## config.mk

```make
export PLATFORM = sky130hd
export DESIGN_NAME = sea_core
export DESIGN_NICKNAME = d
export VERILOG_FILES = /design/src/sea_pkg.sv /design/src/sea_core.sv /design/src/sea_sync.sv
export SDC_FILE = /design/constraint.sdc
export NUM_CORES = 2
export LEC_CHECK = 0
export ABC_CLOCK_PERIOD_IN_PS = 4200
export BUFFER_PORTS_ARGS = -buffer_cell sky130_fd_sc_hd__buf_2
export CAP_MARGIN = 20
export CORE_UTILIZATION = 56
export DETAILED_ROUTE_END_ITERATION = 16
export GPL_ROUTABILITY_DRIVEN = 1
export PLACE_DENSITY_LB_ADDON = 0.08
export SYNTH_ARGS = -nofsm -noshare
export SYNTH_HDL_FRONTEND = slang
export SYNTH_SLANG_ARGS = --single-unit
```

## constraint.sdc

```tcl
create_clock -name core_clk_i -period 4.2 [get_ports core_clk_i]
set_clock_uncertainty 0.05 [all_clocks]
set_input_delay 0.63 -clock core_clk_i [delete_from_list [all_inputs] [get_ports core_clk_i]]
set_output_delay 0.63 -clock core_clk_i [all_outputs]
set_load 0.1 [all_outputs]
```

## src/sea_pkg.sv

```systemverilog
// Constants and carrier types for the serial EEPROM access engine.
// Assumes a 40 MHz core clock, an external I2C master and an AXI4-Lite master.
// Operation
// - Byte write: ack address, offset and data; programming starts at STOP.
// - While programming, the slave address is never acknowledged.
// - 256 bytes as 16 pages of 16; high nibble page, low nibble byte.
// - Page write advances in-page pointer, wrapping inside the page.
// - Delivered with both lock flags clear and every byte reading FFh.
// - Address counter rests one past the last byte, rolling over to zero.
// - Read address is acked in ninth clock, then current byte is sent.
// - Selective read: dummy write loads the counter, repeated START reads.
// - Acknowledged reads continue with successive bytes, wrapping at the end.
// - Any set lock flag refuses writes into the lower 128 bytes.
// - High voltage on pin zero is logic one and enables reversible commands.
// - Upper nibble 0110 selects lock commands, 1010 selects array access.
// - Permanent commands ignore address pins; reversible ones need fixed levels.
// - Lock command LSB one reads, zero sets or clears with dummy bytes.
// - Flag read returns no data: no-ack when set, ack when clear.
// - High write-guard pin blocks all array and flag writes.
// - Guard sampled at last SCL fall before first data byte; high drops it.
// - Array address: 1010, three bits matched to pins, then read bit.
// - SDA captured on SCL rise, changed on SCL fall, open-drain only.
package sea_pkg;
    localparam int unsigned CLK_PERIOD_NS  = 25;
    localparam int unsigned WRITE_CYCLE_US = 5000;
    localparam int unsigned MEM_BYTES      = 256;
    localparam int unsigned PAGE_BYTES     = 16;
    localparam int unsigned AXI_AW         = 8;
    localparam logic [3:0] PRE_ARRAY      = 4'hA;
    localparam logic [3:0] PRE_LOCK       = 4'h6;
    localparam logic [2:0] RSW_SET_PINS   = 3'h1;
    localparam logic [2:0] RSW_CLR_PINS   = 3'h3;
    localparam logic [7:0] ERASED_BYTE    = 8'hFF;
    localparam logic [3:0] BYTE_BITS      = 4'h8;
    localparam logic [1:0] CMD_PERM       = 2'h0;
    localparam logic [1:0] CMD_RSET       = 2'h1;
    localparam logic [1:0] CMD_RCLR       = 2'h2;
    localparam logic [7:0] REG_CTRL       = 8'h00;
    localparam logic [7:0] REG_STATUS     = 8'h04;
    localparam logic       CTRL_EN_RST    = 1'b1;
    localparam int unsigned STAT_BUSY_BIT = 8;
    localparam int unsigned STAT_REV_BIT  = 9;
    localparam int unsigned STAT_PERM_BIT = 10;
    localparam int unsigned STAT_WG_BIT   = 11;
    localparam logic [1:0] RESP_OKAY      = 2'h0;
    localparam logic [1:0] RESP_SLVERR    = 2'h2;

    typedef enum logic [6:0] {
        ST_IDLE = 7'h01,
        ST_ADDR = 7'h02,
        ST_ACKA = 7'h04,
        ST_RX   = 7'h08,
        ST_ACKR = 7'h10,
        ST_TX   = 7'h20,
        ST_ACKT = 7'h40
    } sea_state_t;

    // Pins sampled from outside the clock domain
    typedef struct packed {
        logic       scl;
        logic       sda;
        logic [2:0] pins;
        logic       hv;
        logic       guard;
    } sea_pins_t;
endpackage

```

## src/sea_core.sv

```systemverilog
// I2C EEPROM slave engine with lock flags, write guard and AXI4-Lite status.
// Assumes an external open-drain bus resolver and a master on SCL and SDA.
`timescale 1ns/1ps
module sea_core
    import sea_pkg::*;
#(
    parameter int unsigned WR_CYCLES = WRITE_CYCLE_US * 1000 / CLK_PERIOD_NS
) (
    // Clock and reset
    input  wire logic              core_clk_i,
    input  wire logic              resetn_i,
    // I2C pins and straps
    input  wire logic              scl_i,
    input  wire logic              sda_i,
    output logic                   sda_o,
    output logic                   sda_oe_o,
    input  wire logic [2:0]        addr_pin_i,
    input  wire logic              high_voltage_level_i,
    input  wire logic              write_guard_i,
    // AXI4-Lite write
    input  wire logic              s_axi_awvalid_i,
    output logic                   s_axi_awready_o,
    input  wire logic [AXI_AW-1:0] s_axi_awaddr_i,
    input  wire logic              s_axi_wvalid_i,
    output logic                   s_axi_wready_o,
    input  wire logic [31:0]       s_axi_wdata_i,
    input  wire logic [3:0]        s_axi_wstrb_i,
    output logic                   s_axi_bvalid_o,
    input  wire logic              s_axi_bready_i,
    output logic [1:0]             s_axi_bresp_o,
    // AXI4-Lite read
    input  wire logic              s_axi_arvalid_i,
    output logic                   s_axi_arready_o,
    input  wire logic [AXI_AW-1:0] s_axi_araddr_i,
    output logic                   s_axi_rvalid_o,
    input  wire logic              s_axi_rready_i,
    output logic [31:0]            s_axi_rdata_o,
    output logic [1:0]             s_axi_rresp_o
);
    localparam int unsigned BW = $clog2(WR_CYCLES + 1);

    typedef struct packed {
        sea_state_t       st;
        logic [3:0]       bits;
        logic [7:0]       sh;
        logic             rd;
        logic             lock_cmd;
        logic [1:0]       cmd;
        logic [1:0]       nrx;
        logic             acked;
        logic             mack;
        logic             wg;
        logic [7:0]       ac;
        logic [3:0]       pg;
        logic             wpend;
        logic             fpend;
        logic [15:0]      vld;
        logic             busy;
        logic [BW-1:0]    bcnt;
        logic [4:0]       cidx;
        logic             rev;
        logic             en;
        logic             scl_q;
        logic             sda_q;
        logic             sda_out;
        logic             sda_oe;
        logic             awr;
        logic             awg;
        logic [7:0]       awa;
        logic             wr;
        logic             wgot;
        logic             wd;
        logic             ws;
        logic             bv;
        logic [1:0]       br;
        logic             arr;
        logic             rv;
        logic [31:0]      rdat;
        logic [1:0]       rr;
    } sea_core_t;

    sea_core_t s;
    sea_core_t next_s;
    sea_pins_t sp;
    logic [6:0] sync_q;

    // Array, page buffer and the nonvolatile permanent flag
    logic [7:0] mem [MEM_BYTES] = '{default: ERASED_BYTE};
    logic [7:0] pbuf [PAGE_BYTES];
    logic       perm = 1'b0;

    logic       scl_rise, scl_fall, start_det, stop_det;
    logic       ld, wr_take, perm_set, mem_we, lock_any, hit, ok;
    logic [2:0] eff;
    logic [7:0] cm_addr, tx_byte;

    sea_sync #(.W(7)) u_sync (
        .core_clk_i (core_clk_i),
        .resetn_i   (resetn_i),
        .d_i        ({scl_i, sda_i, addr_pin_i, high_voltage_level_i, write_guard_i}),
        .q_o        (sync_q)
    );
    assign sp = sea_pins_t'(sync_q);

    // Bus conditions from synchronised levels
    assign scl_rise  = sp.scl & ~s.scl_q;
    assign scl_fall  = ~sp.scl & s.scl_q;
    assign start_det = sp.scl & s.scl_q & s.sda_q & ~sp.sda;
    assign stop_det  = sp.scl & s.scl_q & ~s.sda_q & sp.sda;
    assign eff       = {sp.pins[2:1], sp.pins[0] | sp.hv};
    assign lock_any  = perm | s.rev;
    assign tx_byte   = mem[s.ac];
    assign cm_addr   = {s.pg, s.cidx[3:0]};
    assign mem_we    = s.busy & ~s.cidx[4] & s.vld[s.cidx[3:0]];

    // Next-state logic
    always_comb begin
        next_s   = s;
        ld       = 1'b0;
        wr_take  = 1'b0;
        perm_set = 1'b0;
        hit      = 1'b0;
        ok       = 1'b0;
        next_s.scl_q   = sp.scl;
        next_s.sda_q   = sp.sda;
        next_s.sda_out = 1'b0;
        // Programming timer and page commit walk
        if (s.busy) begin
            if (!s.cidx[4]) next_s.cidx = s.cidx + 5'h01;
            if (s.bcnt == '0) next_s.busy = 1'b0;
            else next_s.bcnt = s.bcnt - BW'(1);
        end
        if (start_det) begin
            next_s.st     = ST_ADDR;
            next_s.bits   = '0;
            next_s.sda_oe = 1'b0;
            next_s.nrx    = '0;
            next_s.wg     = 1'b0;
            if (!s.busy) begin
                next_s.wpend = 1'b0;
                next_s.fpend = 1'b0;
                next_s.vld   = '0;
            end
        end else if (stop_det) begin
            next_s.st     = ST_IDLE;
            next_s.sda_oe = 1'b0;
            next_s.wpend  = 1'b0;
            next_s.fpend  = 1'b0;
            if ((s.wpend || s.fpend) && !s.busy) begin
                next_s.busy = 1'b1;
                next_s.bcnt = BW'(WR_CYCLES);
                next_s.cidx = '0;
                if (s.fpend) begin
                    perm_set = (s.cmd == CMD_PERM);
                    if (s.cmd == CMD_RSET) next_s.rev = 1'b1;
                    if (s.cmd == CMD_RCLR) next_s.rev = 1'b0;
                end
            end
        end else begin
            unique case (s.st)
                ST_IDLE: begin
                end
                ST_ADDR, ST_RX: begin
                    if (scl_rise && s.bits != BYTE_BITS) begin
                        next_s.sh   = {s.sh[6:0], sp.sda};
                        next_s.bits = s.bits + 4'h1;
                    end else if (scl_fall && s.bits == BYTE_BITS && s.st == ST_ADDR) begin
                        next_s.rd = s.sh[0];
                        if (!s.en || s.busy) begin
                            hit = 1'b0;
                        end else if (s.sh[7:4] == PRE_ARRAY && s.sh[3:1] == eff) begin
                            hit = 1'b1;
                            ok  = 1'b1;
                            next_s.lock_cmd = 1'b0;
                        end else if (s.sh[7:4] == PRE_LOCK) begin
                            next_s.lock_cmd = 1'b1;
                            if (!sp.hv) begin
                                hit = 1'b1;
                                ok  = ~perm;
                                next_s.cmd = CMD_PERM;
                            end else if (s.sh[3:1] == eff && eff == RSW_SET_PINS) begin
                                hit = 1'b1;
                                ok  = ~perm & ~s.rev;
                                next_s.cmd = CMD_RSET;
                            end else if (s.sh[3:1] == eff && eff == RSW_CLR_PINS) begin
                                hit = 1'b1;
                                ok  = ~perm;
                                next_s.cmd = CMD_RCLR;
                            end
                        end
                        next_s.st     = hit ? ST_ACKA : ST_IDLE;
                        next_s.sda_oe = hit & ok;
                        next_s.acked  = ok;
                    end else if (scl_fall && s.bits == BYTE_BITS) begin
                        if (s.nrx == 2'h0) begin
                            ok = 1'b1;
                            if (!s.lock_cmd) begin
                                next_s.ac = s.sh;
                                next_s.pg = s.sh[7:4];
                            end
                        end else if (s.lock_cmd) begin
                            ok = ~s.wg;
                            next_s.fpend = ok;
                        end else begin
                            ok = ~s.wg & ~(lock_any & ~s.ac[7]);
                            if (ok) begin
                                wr_take = 1'b1;
                                next_s.vld[s.ac[3:0]] = 1'b1;
                                next_s.ac[3:0] = s.ac[3:0] + 4'h1;
                                next_s.wpend = 1'b1;
                            end
                        end
                        if (s.nrx != 2'h2) next_s.nrx = s.nrx + 2'h1;
                        next_s.st     = ST_ACKR;
                        next_s.sda_oe = ok;
                        next_s.acked  = ok;
                    end
                end
                ST_ACKA: begin
                    if (scl_fall) begin
                        next_s.sda_oe = 1'b0;
                        next_s.bits   = '0;
                        if (!s.acked || (s.rd && s.lock_cmd)) next_s.st = ST_IDLE;
                        else if (s.rd) ld = 1'b1;
                        else next_s.st = ST_RX;
                    end
                end
                ST_ACKR: begin
                    if (scl_fall) begin
                        next_s.sda_oe = 1'b0;
                        next_s.bits   = '0;
                        if (s.nrx == 2'h1) next_s.wg = sp.guard;
                        next_s.st = s.acked ? ST_RX : ST_IDLE;
                    end
                end
                ST_TX: begin
                    if (scl_rise) begin
                        next_s.bits = s.bits + 4'h1;
                    end else if (scl_fall && s.bits == BYTE_BITS) begin
                        next_s.sda_oe = 1'b0;
                        next_s.st     = ST_ACKT;
                    end else if (scl_fall) begin
                        next_s.sh     = {s.sh[6:0], 1'b0};
                        next_s.sda_oe = ~s.sh[6];
                    end
                end
                ST_ACKT: begin
                    if (scl_rise) begin
                        next_s.mack = ~sp.sda;
                    end else if (scl_fall) begin
                        ld = s.mack;
                        if (!s.mack) next_s.st = ST_IDLE;
                    end
                end
                default: next_s.st = ST_IDLE;
            endcase
        end
        // Load the next byte to send and step the counter with rollover
        if (ld) begin
            next_s.sh     = tx_byte;
            next_s.ac     = s.ac + 8'h01;
            next_s.bits   = '0;
            next_s.sda_oe = ~tx_byte[7];
            next_s.st     = ST_TX;
        end
        // AXI4-Lite write path
        if (s_axi_awvalid_i && s.awr) begin
            next_s.awg = 1'b1;
            next_s.awa = s_axi_awaddr_i;
        end
        if (s_axi_wvalid_i && s.wr) begin
            next_s.wgot = 1'b1;
            next_s.wd   = s_axi_wdata_i[0];
            next_s.ws   = s_axi_wstrb_i[0];
        end
        if (s.bv && s_axi_bready_i) next_s.bv = 1'b0;
        if (s.awg && s.wgot && !s.bv) begin
            next_s.bv   = 1'b1;
            next_s.awg  = 1'b0;
            next_s.wgot = 1'b0;
            next_s.br   = RESP_OKAY;
            if (s.awa == REG_CTRL) begin
                if (s.ws) next_s.en = s.wd;
            end else if (s.awa != REG_STATUS) begin
                next_s.br = RESP_SLVERR;
            end
        end
        next_s.awr = ~next_s.awg & ~next_s.bv;
        next_s.wr  = ~next_s.wgot & ~next_s.bv;
        // AXI4-Lite read path
        if (s.rv && s_axi_rready_i) next_s.rv = 1'b0;
        if (s_axi_arvalid_i && s.arr) begin
            next_s.rv   = 1'b1;
            next_s.rdat = '0;
            next_s.rr   = RESP_OKAY;
            if (s_axi_araddr_i == REG_CTRL) begin
                next_s.rdat[0] = s.en;
            end else if (s_axi_araddr_i == REG_STATUS) begin
                next_s.rdat[7:0]           = s.ac;
                next_s.rdat[STAT_BUSY_BIT] = s.busy;
                next_s.rdat[STAT_REV_BIT]  = s.rev;
                next_s.rdat[STAT_PERM_BIT] = perm;
                next_s.rdat[STAT_WG_BIT]   = sp.guard;
            end else begin
                next_s.rr = RESP_SLVERR;
            end
        end
        next_s.arr = ~next_s.rv;
    end

    // State register; reversible lock flag starts clear
    always_ff @(posedge core_clk_i or negedge resetn_i) begin
        if (!resetn_i) begin
            s     <= '0;
            s.st  <= ST_IDLE;
            s.en  <= CTRL_EN_RST;
            s.awr <= 1'b1;
            s.wr  <= 1'b1;
            s.arr <= 1'b1;
            s.rev <= 1'b0;
        end else begin
            s <= next_s;
        end
    end

    // Nonvolatile storage: no reset, permanent flag only ever sets
    always_ff @(posedge core_clk_i) begin
        if (perm_set) perm <= 1'b1;
        if (wr_take) pbuf[s.ac[3:0]] <= s.sh;
        if (mem_we) mem[cm_addr] <= pbuf[s.cidx[3:0]];
    end

    assign sda_o           = s.sda_out;
    assign sda_oe_o        = s.sda_oe;
    assign s_axi_awready_o = s.awr;
    assign s_axi_wready_o  = s.wr;
    assign s_axi_bvalid_o  = s.bv;
    assign s_axi_bresp_o   = s.br;
    assign s_axi_arready_o = s.arr;
    assign s_axi_rvalid_o  = s.rv;
    assign s_axi_rdata_o   = s.rdat;
    assign s_axi_rresp_o   = s.rr;
endmodule // sea_core

```

## src/sea_sync.sv

```systemverilog
// Two-flop synchroniser for a group of asynchronous levels.
// Assumes inputs are quasi-static levels; no pulse is narrower than two clocks.
`timescale 1ns/1ps
module sea_sync #(
    parameter int unsigned W = 1
) (
    // Clock and reset
    input  wire logic         core_clk_i,
    input  wire logic         resetn_i,
    // Levels
    input  wire logic [W-1:0] d_i,
    output logic      [W-1:0] q_o
);
    typedef struct packed {
        logic [W-1:0] s1;
        logic [W-1:0] s2;
    } sea_sync_t;

    sea_sync_t s;
    sea_sync_t next_s;

    // First stage feeds only the second
    always_comb begin
        next_s.s1 = d_i;
        next_s.s2 = s.s1;
    end

    // State register
    always_ff @(posedge core_clk_i or negedge resetn_i) begin
        if (!resetn_i) begin
            s <= '0;
        end else begin
            s <= next_s;
        end
    end

    assign q_o = s.s2;
endmodule // sea_sync

```

# After elaboration in Yosys (flattened, before gate mapping)
# Memory sizes are Yosys's and may differ from the RTL's.
# Cells that the tools add are included.
# classes
addsub	6
magnitude_cmp	3
n_eq_ne	58
muxes	151
bitwise	34
n_reduce_logical	69
# ops
operator	count
$mux W30	4
$mux W7	13
$mux W25	3
$mux W1	72
$mux W18	4
$mux W12	5
$mux W16	3
$mux W11	4
$pmux W7 S6	1
$ne A5 B5 Y1 const B	8
$mux W35	1
$mux W33	1
$mux W4	8
$mux W8	4
$reduce_and A8 Y1	4
$reduce_bool A2 Y1	13
$mux W2	12
$mux W24	1
$ne A3 B3 Y1 const B	8
$ne A4 B4 Y1 const B	6
$reduce_and A7 Y1	3
$mux W19	1
$not A1 Y1	19
$logic_not A18 Y1	1
55 further kinds	122
# totals
ff_bits	134
ram_bits	2176
input_bits	66
wordCells	362
mem_count	2
# mem_list
memory	depth	width	rd	rd_clocked_by_memory_dff	wr	line	source
mem	256	8	1	0	1	sea_core.sv:88	logic [7:0] mem [MEM_BYTES] = '{default: ERASED_BYTE};
pbuf	16	8	1	0	1	sea_core.sv:89	logic [7:0] pbuf [PAGE_BYTES];

# Depth between registers and ports, before layout
# logic_depth
depth_word	21
mapped_depth	14
ltp_nobuf	9

# Modules after synthesis
# From an unflattened synthesis, not the netlist that was laid out.
# hier_totals
hier_cells	4591
hier_area_um2	90613.2
# modules_own_cells
module	instances	cells_each	area_each_um2	seq_area_each_um2
sea_core	1	4577	90262.8	68301.8
sea_sync	1	14	350.3	350.3

# Worst setup path before layout
# Ideal clock, no wire load.
# synth_timing
path_type	register to register
from	register s (netlist bit cm_addr[0])
to	memory mem[0][1] (data pin)
setup_time_ps	552
arrival_time_ps	3476
t_required_ps	3598
path_slack_ps	123
stages_incl_launch_ff	5
path_buffers	2
period_less_slack_ps	4077
path_cell_list	dfrtp_1 -> buf_2 -> buf_1 -> mux4_2 -> mux4_2
# synth_between
elab_chain_cells	1
# synth_rtl
item	line	source
from (decl)	sea_core.sv:82	sea_core_t s;
from (signal assigned)	sea_core.sv:322	s <= next_s;
$mem_v2 Z16 W8	--	
to (decl)	sea_core.sv:88	
# Every way passes these cells.

# Worst setup path after layout
# layout_timing
from	register s[106] (netlist bit)
to	register s[126] (netlist bit)
# layout_between
elab_chain_cells	2
# layout_rtl
item	line	source
$mem_v2 Z256 W8	--	
$mux W19	sea_core.sv:259	if (ld) begin
# Every way passes these cells.
# A chain may end at the register's enable or synchronous reset.

==> run summary <==
=====================================================================================================
Worst-case headroom to the max-slew limit                                                       0.200
Resized cells post-CTS                                                                              0
Detailed-route vias per instance                                                                 6.49
Warnings, synthesis                                                                                 0
I/O Buffers                                                                                        51
DIE AREA                                                                                   164000 um2
Setup Total Neg Slack                                                                            0 ns
Simple-gate area share of the yosys netlist                                                    0.0372
Final hold violation count                                                                          0
Total detailed-routing wirelength                                                           234000 um
Share of cells above drive strength 1                                                           0.255
Starting DRT DRC Count                                                                           5905
Share of synthesized area spent on multiplexers                                                 0.155
Biggest area consumer among synthesized cells                                            sky130_fd_sc_hd__edfxtp_1
Clock slew at the register clock pins of the worst setup and hold paths                       0.06 ns
Area share of the largest cell type after synthesis                                             0.719
Post-synthesis instance area                                                                90900 um2
Dpl cells                                                                                        6753
Worst path cell trace                                                                    buf_12, buf_12, buf_12, mux4_2, nand2_1, a21oi_1, a2111oi_0, buf_4, nor4_1, buf_4, o2bb2ai_1, o2111ai_1
Transition time at the pin with the least slew margin                                         1.20 ns
Std-Cell Rows                                                                                     147
Setup repair after global routing missed its margin                                                no
Worst path required time                                                                      4.86 ns
Most common cell after layout, fill and taps aside                                       sky130_fd_sc_hd__edfxtp_1
Clock period minus worst slack                                                                4.02 ns
Number of global-route vias before repair                                                       46.4k
Clock buffer count from CTS                                                                       225
First-pass GRT wire length                                                                  336000 um
Count of TritonRoute iterations in the first routing pass                                           8
Number of antenna cells inserted                                                                    0
DRC violation count after routing                                                                   0
Total power density per cell area                                                          440 nW/um2
GRT overflow                                                                                        0
H-tree levels                                                                                       4
Buffers inserted during post-CTS setup optimization                                                 0
Dominant combinational cell family by area after synthesis                               multiplexers
Post-synth ARST share                                                                          0.0572
Xor/xnor cell area share of the yosys netlist                                                 0.00173
Effective utilization at floorplan                                                              0.565
Initial antenna violation count                                                                     5
Worst-case hold slack                                                                       0.0791 ns
Slew Viols, Final                                                                                   0
Clk Latency, worst-skew pair                                                                  0.87 ns
Maximum capacitance violations                                                                      0
Core Util, Final                                                                                0.636
Post-route design area                                                                     102000 um2
Most frequent cells in the layout                                                        2176 x sky130_fd_sc_hd__edfxtp_1, 551 x sky130_fd_sc_hd__mux4_2, 379 x sky130_fd_sc_hd__nor2_1, 251 x sky130_fd_sc_hd__buf_4, 227 x sky130_fd_sc_hd__clkbuf_16
Max Fclk                                                                                      249 MHz
Placer Congestion                                                                               0.907
Post-Syn Area per Cell                                                                       20.1 um2
Max stage delay cell, worst path                                                         sky130_fd_sc_hd__dfrtp_4
Slowest cell delay on critical path                                                           0.86 ns
Floorplan Core Area                                                                        161000 um2
CTS tree                                                                                          yes
Area delta synth->final                                                                         12.6%
Compound-cell area share of the yosys netlist                                                  0.0283
Total routing usage reported by global routing                                                  0.290
I/O pin cnt                                                                                       109
Horiz. Die Dim                                                                                 405 um
CTS sink count                                                                                   2308
Count of endpoints failing setup in the final report                                                0
Type of the worst setup path                                                               reg -> reg
Placed inst area                                                                            95000 um2
Clock tree buffer depth                                                                             3
Via count of the routed design                                                                  46.7k
Final Cycle Share                                                                               0.957
Number of synthesized flops with an enable pin                                                   2176
Critical Path Sink Type                                                                          flop
Leakage power                                                                                 31.4 nW
Routed len/inst                                                                               32.5 um
Register bit total from synthesis                                                                2308
CP Data Arrival Time                                                                          4.68 ns
Root buffer selected by CTS                                                              sky130_fd_sc_hd__clkbuf_16
Top fanout value on the critical path                                                              29
Final-stage net count                                                                            4925
Placed wire-length estimate                                                                 147000 um
Largest net degree at the start of global routing                                                 211
Post-synthesis share of cell area spent on full adders, half adders and majority gates        0.00220
Run status                                                                                  completed
Netlist cell types                                                                                 77
Antenna Nets Post-Route                                                                             0
Sequential fraction of the synthesis area                                                       0.755
Startpoint kind of the worst setup timing path                                                   flop
Leading register cell type out of synthesis                                              sky130_fd_sc_hd__edfxtp_1
Number of standard cells in the layout, taps in and fillers out                                  7197
Cell mode on critical path                                                               sky130_fd_sc_hd__buf_12
Worst min path class                                                                        in -> reg
Dominant cells by area after synthesis                                                   sky130_fd_sc_hd__edfxtp_1 72%, sky130_fd_sc_hd__mux4_2 14%, sky130_fd_sc_hd__dfrtp_1 3.5%, sky130_fd_sc_hd__nor2_1 1.6%, sky130_fd_sc_hd__mux2i_1 1.3%
Post-synthesis cell count                                                                        4519
Maximum resistive drop on vdd                                                                  476 uV
Die height                                                                                     405 um
=====================================================================================================
## cell usage after synthesis, types with 41 or more instances
cell / instances
sky130_fd_sc_hd__a21oi_1: 67
sky130_fd_sc_hd__buf_2: 55
sky130_fd_sc_hd__buf_4: 73
sky130_fd_sc_hd__clkbuf_1: 108
sky130_fd_sc_hd__dfrtp_1: 127
sky130_fd_sc_hd__edfxtp_1: 2176
sky130_fd_sc_hd__mux2i_1: 120
sky130_fd_sc_hd__mux4_2: 559
sky130_fd_sc_hd__nand2_1: 182
sky130_fd_sc_hd__nand3_1: 58
sky130_fd_sc_hd__nor2_1: 380
sky130_fd_sc_hd__nor3_1: 41
sky130_fd_sc_hd__o21ai_0: 62
## path summary, 6_finish.rpt
path	startpoint	end	slack [ns]	cells after the start
max in group asynchronous	resetn_i	s_axi_awready_o$_DFF_PN1_	2.86	3
min in group asynchronous	resetn_i	s_axi_rdata_o[0]$_DFFE_PN0P_	0.29	2
setup reg to reg	s[106]$_DFFE_PN0P_	s[126]$_DFFE_PN0P_	0.18	12
hold reg to reg	u_sync.next_s[2]$_DFF_PN0_	u_sync.q_o[2]$_DFF_PN0_	0.30	0
setup / recovery	s[106]$_DFFE_PN0P_	s[126]$_DFFE_PN0P_	0.18	12
hold / removal	s_axi_arvalid_i	s_axi_rdata_o[0]$_DFFE_PN0P_	0.08	3
## sequential cells by signal, summed over array words and instances (netlist names), 7 cells and up
| name | cells |
|---|---|
| u_sync.next_s | 7 |
| s_axi_rdata_o | 12 |
| mem | 2048 |
| u_sync.q_o | 7 |
| s | 90 |
| cm_addr | 8 |
| pbuf | 128 |
## worst max-delay path: cells and delay by family (launching register included)
kind / cells / cell delay (ns)
muxes: 1 / 0.34
AOI/OAI and AO/OA: 4 / 1.12
buffers and inverters: 5 / 1.24
and+or+nand+nor: 2 / 0.14
DFF: 1 / 0.86
## through the flow
step                      setup WS (ns)  total power [W]
after global placement            0.227           0.0262
after global routing             0.0391           0.0461
final                             0.181           0.0450
after detailed placement          0.244           0.0262
after floorplan                   0.123           0.0261
after CTS                         0.212           0.0453
## area by class of cell
type	count	area, um2
clock buffers	281	5960
clock inverters	140	1060
fillers	11077	58500
inverters	32	125
multi-input cells	1910	20600
flip-flops and latches	2308	68700
well taps	2160	2700
repair buffers	366	3200
## kinds of logic (layout without fill, tap and decap cells)
family          count (synthesis)  in the layout
compound gates                373            373
xor+xnor                       18             18
fa+ha+maj                      16             16
buf+inv                       323            819
flops                        2308           2308
mux                           704            704
other cells                     1             23
simple gates                  776            776
## power breakdown
part           internal [W]  total, W  switching (W)
logic              0.000175  0.000622       0.000447
clock network        0.0106    0.0193        0.00863
registers            0.0250    0.0252       0.000168
total                0.0358    0.0450        0.00925
## per-layer routing
layer / vias up / GRT usage / wire [um]
li1: 19148 / - / -
met1: 24956 / 0.428 / 96000
met2: 2185 / 0.442 / 110000
met3: 402 / 0.0554 / 20000
met4: 2 / 0.0957 / 7900
met5: - / 0 / 13
## what timing repair did
item | in CTS | in global routing
setup endpoints to repair | 0 | 0
hold buffers | 23 | 0
hold endpoints to repair | 92 | 0
(Power assumes the default switching activity.)
